File: src/scp_pkg.sv
// Notes on behaviour
// - Bit 0 write one resets port, registers.
// - Bit 7 mirrors the soft reset action.
// - Bit-order bits select LSB or MSB first.
// - Direction bits select address increment or decrement.
// - Datapath reset bit pulses, then self-clears.
// - Mode 00 normal, 10 standby keeps link.
// - Mode 11 stops clocks, resets datapath, link off.
// - Power mode writes go to each selected channel; datapath reset goes to both.
// - Both channels selected reads return channel A.
package scp_pkg;
   localparam logic [15:0] ADDR_CFG_A = 16'h0000;
   localparam logic [15:0] ADDR_CFG_B = 16'h0001;
   localparam logic [15:0] ADDR_PWR = 16'h0002;
   localparam logic [15:0] ADDR_CLASS = 16'h0003;
   localparam logic [15:0] ADDR_ID_LO = 16'h0004;
   localparam logic [15:0] ADDR_ID_HI = 16'h0005;
   localparam logic [15:0] ADDR_CHSEL = 16'h0008;
   localparam int BIT_SRST = 0;
   localparam int BIT_LSBF = 1;
   localparam int BIT_ASC = 2;
   localparam int BIT_ASC_M = 5;
   localparam int BIT_LSBF_M = 6;
   localparam int BIT_SRST_M = 7;
   localparam int BIT_DPRST = 1;
   localparam logic [1:0] CHSEL_RST = 2'h3;
   localparam logic [1:0] PM_NORMAL = 2'h0;
   localparam logic [1:0] PM_STANDBY = 2'h2;
   localparam logic [1:0] PM_DOWN = 2'h3;
   localparam logic [7:0] CLASS_CODE = 8'h5A; // Arbitrary value
   localparam logic [15:0] PART_ID = 16'h00A5; // Arbitrary value
   localparam int SRST_WAIT_MS = 5;
   typedef struct packed {
      logic dp_clk_en;
      logic dp_rst;
      logic link_en;
   } scp_chan_ctl_t;
   typedef struct packed {
      logic wr;
      logic rd;
      logic [15:0] addr;
      logic [7:0] wdata;
   } scp_req_t;
endpackage

File: src/scp_chan_pwr.sv
`timescale 1ns/10ps
module scp_chan_pwr (
   input wire logic clk_i,
   input wire logic rst_i,
   input wire logic wr_i,
   input wire logic [1:0] mode_wdata_i,
   input wire logic dp_rst_pulse_i,
   output logic [1:0] mode_o,
   output scp_pkg::scp_chan_ctl_t ctl_o
);
   always_ff @(posedge clk_i) begin
      if (rst_i) begin
         mode_o <= scp_pkg::PM_NORMAL;
      end else if (wr_i) begin
         mode_o <= mode_wdata_i;
      end
   end

   always_ff @(posedge clk_i) begin
      if (rst_i) begin
         ctl_o <= '{dp_clk_en: 1'h1, dp_rst: 1'h1, link_en: 1'h1};
      end else begin
         ctl_o.dp_clk_en <= (mode_o == scp_pkg::PM_NORMAL);
         ctl_o.dp_rst <= dp_rst_pulse_i || (mode_o == scp_pkg::PM_DOWN);
         ctl_o.link_en <= (mode_o != scp_pkg::PM_DOWN);
      end
   end
endmodule // scp_chan_pwr

File: src/scp_regs.sv
`timescale 1ns/10ps
module scp_regs (
   input wire logic clk_i,
   input wire logic sys_rst_i,
   input scp_pkg::scp_req_t req_i,
   output logic [7:0] rdata_o,
   output logic lsb_first_o,
   output logic addr_ascend_o,
   output logic port_rst_o,
   output scp_pkg::scp_chan_ctl_t chan_a_o,
   output scp_pkg::scp_chan_ctl_t chan_b_o
);
   localparam int NUM_CHAN = 2;

   // Address match for one register
   function automatic logic addr_hit(input logic [15:0] addr, input logic [15:0] reg_addr);
      addr_hit = (addr == reg_addr);
   endfunction

   // Write strobe for one register
   function automatic logic wr_hit(input scp_pkg::scp_req_t req,
         input logic [15:0] reg_addr);
      wr_hit = req.wr && addr_hit(req.addr, reg_addr);
   endfunction

   // Either copy of a mirrored bit
   function automatic logic copy_or(input logic [7:0] data, input int primary,
         input int mirror);
      copy_or = data[primary] || data[mirror];
   endfunction

   // Read image of the first configuration register
   function automatic logic [7:0] cfg_a_image(input logic lsb, input logic asc);
      logic [7:0] img;
      img = 8'h00;
      img[scp_pkg::BIT_LSBF] = lsb;
      img[scp_pkg::BIT_LSBF_M] = lsb;
      img[scp_pkg::BIT_ASC] = asc;
      img[scp_pkg::BIT_ASC_M] = asc;
      cfg_a_image = img;
   endfunction

   // Channel A wins when both are selected
   function automatic logic [1:0] mode_pick(input logic [1:0] sel, input logic [1:0] m_a,
         input logic [1:0] m_b);
      if (sel[0]) begin
         mode_pick = m_a;
      end else begin
         mode_pick = m_b;
      end
   endfunction

   // Read data for one address
   function automatic logic [7:0] read_mux(input logic [15:0] addr, input logic lsb,
         input logic asc, input logic [1:0] sel, input logic [1:0] m_a,
         input logic [1:0] m_b);
      logic [7:0] data;
      data = 8'h00;
      case (addr)
         scp_pkg::ADDR_CFG_A: begin
            data = cfg_a_image(lsb, asc);
         end
         scp_pkg::ADDR_CFG_B: begin
            data = 8'h00;
         end
         scp_pkg::ADDR_PWR: begin
            data = {6'h00, mode_pick(sel, m_a, m_b)};
         end
         scp_pkg::ADDR_CLASS: begin
            data = scp_pkg::CLASS_CODE;
         end
         scp_pkg::ADDR_ID_LO: begin
            data = scp_pkg::PART_ID[7:0];
         end
         scp_pkg::ADDR_ID_HI: begin
            data = scp_pkg::PART_ID[15:8];
         end
         scp_pkg::ADDR_CHSEL: begin
            data = {6'h00, sel};
         end
         default: begin
            data = 8'h00;
         end
      endcase
      read_mux = data;
   endfunction

   logic wr_cfg_a;
   logic wr_cfg_b;
   logic wr_pwr;
   logic wr_chsel;
   logic srst_req;
   logic lsbf_req;
   logic asc_req;
   logic dprst_req;
   logic [1:0] mode_req;
   logic [1:0] chsel_req;
   logic soft_rst;
   logic rst_all;
   logic lsb_first;
   logic addr_ascend;
   logic dp_rst_pulse;
   logic [1:0] chan_sel;
   logic [1:0] chan_mode [NUM_CHAN];
   scp_pkg::scp_chan_ctl_t chan_ctl [NUM_CHAN];
   logic [7:0] next_rdata;

   assign wr_cfg_a = wr_hit(req_i, scp_pkg::ADDR_CFG_A);
   assign wr_cfg_b = wr_hit(req_i, scp_pkg::ADDR_CFG_B);
   assign wr_pwr = wr_hit(req_i, scp_pkg::ADDR_PWR);
   assign wr_chsel = wr_hit(req_i, scp_pkg::ADDR_CHSEL);
   assign srst_req = wr_cfg_a
                     && copy_or(req_i.wdata, scp_pkg::BIT_SRST, scp_pkg::BIT_SRST_M);
   assign lsbf_req = copy_or(req_i.wdata, scp_pkg::BIT_LSBF,
                             scp_pkg::BIT_LSBF_M);
   assign asc_req = copy_or(req_i.wdata, scp_pkg::BIT_ASC,
                            scp_pkg::BIT_ASC_M);
   assign dprst_req = wr_cfg_b && req_i.wdata[scp_pkg::BIT_DPRST];
   assign mode_req = req_i.wdata[1:0];
   assign chsel_req = req_i.wdata[1:0];
   assign rst_all = sys_rst_i || soft_rst;

   // One-cycle self-clearing soft reset
   always_ff @(posedge clk_i) begin
      if (rst_all) begin
         soft_rst <= 1'h0;
      end else begin
         soft_rst <= srst_req;
      end
   end

   // Stored bit-order select
   always_ff @(posedge clk_i) begin
      if (rst_all) begin
         lsb_first <= 1'h0;
      end else if (wr_cfg_a) begin
         lsb_first <= lsbf_req;
      end
   end

   // Stored address direction
   always_ff @(posedge clk_i) begin
      if (rst_all) begin
         addr_ascend <= 1'h0;
      end else if (wr_cfg_a) begin
         addr_ascend <= asc_req;
      end
   end

   // Datapath reset pulse
   always_ff @(posedge clk_i) begin
      if (rst_all) begin
         dp_rst_pulse <= 1'h0;
      end else begin
         dp_rst_pulse <= dprst_req;
      end
   end

   // Channel select, both set after reset
   always_ff @(posedge clk_i) begin
      if (rst_all) begin
         chan_sel <= scp_pkg::CHSEL_RST;
      end else if (wr_chsel) begin
         chan_sel <= chsel_req;
      end
   end

   // One power controller per channel
   generate
      for (genvar g = 0; g < NUM_CHAN; g++) begin : g_chan
         scp_chan_pwr u_chan (
            .clk_i(clk_i),
            .rst_i(rst_all),
            .wr_i(wr_pwr && chan_sel[g]),
            .mode_wdata_i(mode_req),
            .dp_rst_pulse_i(dp_rst_pulse),
            .mode_o(chan_mode[g]),
            .ctl_o(chan_ctl[g])
         );
      end
   endgenerate

   assign chan_a_o = chan_ctl[0];
   assign chan_b_o = chan_ctl[1];

   // Read data holds until the next read
   always_comb begin
      next_rdata = rdata_o;
      if (req_i.rd) begin
         next_rdata = read_mux(req_i.addr, lsb_first, addr_ascend, chan_sel,
               chan_mode[0], chan_mode[1]);
      end
   end

   always_ff @(posedge clk_i) begin
      if (rst_all) begin
         rdata_o <= 8'h00;
      end else begin
         rdata_o <= next_rdata;
      end
   end

   // Bit-order and direction outputs follow the stored bits, port reset follows soft_rst
   always_ff @(posedge clk_i) begin
      if (sys_rst_i) begin
         lsb_first_o <= 1'h0;
      end else begin
         lsb_first_o <= lsb_first && !rst_all;
      end
   end

   always_ff @(posedge clk_i) begin
      if (sys_rst_i) begin
         addr_ascend_o <= 1'h0;
      end else begin
         addr_ascend_o <= addr_ascend && !rst_all;
      end
   end

   always_ff @(posedge clk_i) begin
      if (sys_rst_i) begin
         port_rst_o <= 1'h1;
      end else begin
         port_rst_o <= soft_rst;
      end
   end
endmodule // scp_regs

File: config.mk
export PLATFORM = sky130hd
export DESIGN_NAME = scp_regs
export DESIGN_NICKNAME = d
export VERILOG_FILES = /design/src/scp_pkg.sv /design/src/scp_chan_pwr.sv /design/src/scp_regs.sv
export SDC_FILE = /design/constraint.sdc
export NUM_CORES = 1
export LEC_CHECK = 0
export ABC_AREA = 1
export BUFFER_PORTS_ARGS = -buffer_cell sky130_fd_sc_hd__buf_4
export CORE_MARGIN = 2
export CORE_UTILIZATION = 46
export CTS_CLUSTER_SIZE = 10
export DETAILED_ROUTE_END_ITERATION = 8
export PLACE_DENSITY = 0.77
export SYNTH_ARGS = -nofsm -noshare
export SYNTH_HDL_FRONTEND = slang
export SYNTH_SLANG_ARGS = --single-unit
File: constraint.sdc
create_clock -name clk_i -period 1.2 [get_ports clk_i]
set_input_delay 0 -clock clk_i [delete_from_list [all_inputs] [get_ports clk_i]]
set_output_delay 0 -clock clk_i [all_outputs]
set_load 0.01 [all_outputs]
==> impl_metrics.env <==
export IMPL_outcome="finished clean"
export IMPL_grtUsageTotal=0.199
export IMPL_cts_sinks=25
export IMPL_core_rowCount=17
export IMPL_maxCapViolCount=0
export IMPL_cts_root_buf="clkbuf_4"
export IMPL_ys_warnings_count=0
export IMPL_rsz0062_at_grt="no"
export IMPL_grt_max_degree=15
export IMPL_slew_violations=0
export IMPL_ys_seq_area_frac=0.457
export IMPL_die_area_sq_um=2790
export IMPL_hpwl_mm=1.84
export IMPL_antenna_left=0
export IMPL_finClkSkew_ns=0.0145
export IMPL_synth_cell_types=27
export IMPL_worstPathArrival_ns=1.29
export IMPL_drive_above_1_share=0.365
export IMPL_clk_latency_ns=0.32
export IMPL_core_region_area_sq_um=2230
export IMPL_routed_wl_mm=2.48
export IMPL_use_met3=0.0314
export IMPL_worstSetupStartpoint="chan_sel[0]$_SDFFE_PP1P_"
export IMPL_dp_worst_setup_slack_ns=0.0860
export IMPL_finalNetCount=226
export IMPL_diodes=0
export IMPL_setup_slack_ns=0.110
export IMPL_via_per_inst=4.85
export IMPL_gr_max_usage_layer="met2"
export IMPL_r2r_slack_ns=0.11
export IMPL_max_vdd_ir_drop_mv=0.624
export IMPL_required_ns=1.40
export IMPL_io_pins=45
export IMPL_synth_fp_nets=169
export IMPL_worstReg2RegEnd="rdata_o[0]$_SDFFE_PP0P_"
export IMPL_grt_pass1_vias=994
export IMPL_min_period_over_period=0.908
export IMPL_endpoint_kind="register"
export IMPL_worstReg2RegStart="chan_sel[0]$_SDFFE_PP1P_"
export IMPL_floorplan_initialDensity=0.491
export IMPL_htreeDepth=1
export IMPL_use_met2=0.329
export IMPL_relSlewSlack=0.761
export IMPL_synth_most_common_cell="nand2_1"
export IMPL_syn_area_sq_um=1100
export IMPL_reg2reg_depth=5
export IMPL_postSynth_asyncResetShare=0
export IMPL_synth_flop_cell="dfxtp_1"
export IMPL_tightestPinTransition_ns=0.359
export IMPL_drc=0
export IMPL_synth_top_area_share=0.457
export IMPL_drt_pass1_iter_count=4
export IMPL_io_buffers=42
export IMPL_setup_tns_final_ns=0
export IMPL_synth_area_leaders="dfxtp_1 (46%), nand2_1 (10%), nand3_1 (6.8%)"
export IMPL_vias=1092
export IMPL_worstSetupPathType="register to register"
export IMPL_fmax_mhz=917
export IMPL_grt_pass1_wl_mm=4.04
export IMPL_period_needed_ns=1.09
export IMPL_synthTopCellsByCount="nand2_1 (30), dfxtp_1 (25), nand3_1 (15)"
export IMPL_crit_path_start_kind="register"
export IMPL_clkTransAtPathRegs_ns=0.14
export IMPL_antenna_found_initial=0
export IMPL_cts_buffers=3
export IMPL_overflow=0
export IMPL_gp_congestion=0.824
export IMPL_crit_end="rdata_o[0]$_SDFFE_PP0P_"
export IMPL_synth_edf_count=0
export IMPL_area_growth_pct=46.5
export IMPL_cts_tree="yes"
export IMPL_synth_cells=141
export IMPL_p_leak_nw=0.687
export IMPL_syn_avg_cell_area_sq_um=7.77
export IMPL_wire_per_inst_um=11.0
export IMPL_ys_ff_latch=25
export IMPL_path_max_fanout=5
export IMPL_drt_initial_drc_count=22
export IMPL_power_density_nw_per_um2=879
export IMPL_die_height_um=52.8
export IMPL_ctsLongestPathBuffers=2
export IMPL_use_met1=0.236
export IMPL_hold_violations=0
export IMPL_worst_hold_path_type="input port to register"
export IMPL_yosys_area_top_type="dfxtp_1"
export IMPL_dieWidth_um=52.8
export IMPL_finalSetupViolations=0
==> placed cells by master (no fill, tap or decap) <==
cell type      instances
nor2_2                 6
nor2_1                12
nor2_4                 3
dlygate4sd3_1         12
o21ai_0                4
a211oi_1               2
nand2_1               30
dfxtp_1               25
nand3_2                1
o21ai_1                1
buf_12                 1
inv_2                  2
inv_1                  8
nand4_1                2
clkinv_1               2
buf_4                 45
clkbuf_4               3
clkinv_2               2
nor4b_2                1
a21boi_0               1
a21oi_1                6
a21oi_2                4
nand3_1               15
o211ai_1               2
nand2_4                1
nor3_1                 3
nand2_2                3
==> sequential cells by signal (all words and copies together), names as in the netlist <==
| name | cells |
|---|---|
| dp_rst_pulse | 1 |
| lsb_first | 1 |
| addr_ascend | 1 |
| port_rst_o | 1 |
| rdata_o | 6 |
| chan_sel | 2 |
| soft_rst | 1 |
| g_chan.u_chan.mode_o | 4 |
| addr_ascend_o | 1 |
| g_chan.u_chan.ctl_o | 6 |
| lsb_first_o | 1 |
==> cells by family after synthesis <==
group | count (synthesis) | synth area share
compound gates | 20 | 0.116
buf+inv | 19 | 0.0799
flops | 25 | 0.457
simple gates | 77 | 0.347
==> critical path, stage by stage (launching register included) <==
cell      delay (ns)
dfxtp_1         0.42
inv_1           0.10
a21boi_0        0.19
o211ai_1        0.12
nand2_1         0.08
a21oi_1         0.06
==> area by class of cell <==
| cell class | count | area, sq um |
|---|---|---|
| Fill cell | 171 | 628 |
| Multi-Input combinational cell | 97 | 514 |
| Sequential cell | 25 | 500 |
| Timing Repair Buffer | 58 | 478 |
| Inverter | 13 | 50.0 |
| Tap cell | 28 | 35.0 |
| Clock buffer | 3 | 22.5 |
| Clock inverter | 1 | 5.00 |
==> worst min-delay path by stage <==
stage                     startpoint                        to  cells past startpoint
after floorplan             req_i[1]  chan_sel[1]$_SDFFE_PP1P_                      2
after global placement     req_i[24]   rdata_o[4]$_SDFFE_PP0P_                      2
after detailed placement   req_i[24]   rdata_o[7]$_SDFFE_PP0P_                      2
after CTS                   req_i[5]  addr_ascend$_SDFFE_PP0P_                      3
after global routing        req_i[5]  addr_ascend$_SDFFE_PP0P_                      3
final                       req_i[5]  addr_ascend$_SDFFE_PP0P_                      3
==> repair_timing <==
| action | 4_1_cts | 5_1_grt |
|---|---|---|
| hold buffers | 12 | 1 |
| setup endpoints to repair | 0 | 6 |
| hold endpoints to repair | 15 | 1 |
| gates resized for setup | 0 | 1 |
| buffers inserted | 0 | 1 |
==> metal layers <==
metal	wire length (um)	vias to the layer above	share of wire
li1	-	565	-
met1	1050	483	0.42
met2	1240	39	0.50
met3	127	5	0.051
met4	57	0	0.023
met5	0	-	0
==> stage by stage <==
stage / hold slack [ns] / instance area [sq um] / cells / power (mW) / utilization
floorplan: 0.113 / 1100 / 141 / 0.922 / -
global placement: 0.250 / 1440 / 208 / 1.02 / 0.646
detailed placement: 0.259 / 1440 / 208 / 1.03 / 0.646
CTS: 0.000733 / 1590 / 224 / 1.42 / 0.713
global route: 0.0389 / 1610 / 225 / 1.47 / 0.719
finish: 0.000210 / 1610 / 225 / 1.41 / 0.719
==> power by group <==
part           switching (mW)  internal (mW)
combinational          0.0847          0.113
clock                   0.244          0.125
sequential            0.00420          0.840
total                   0.333           1.08
(Power assumes the default switching activity.)
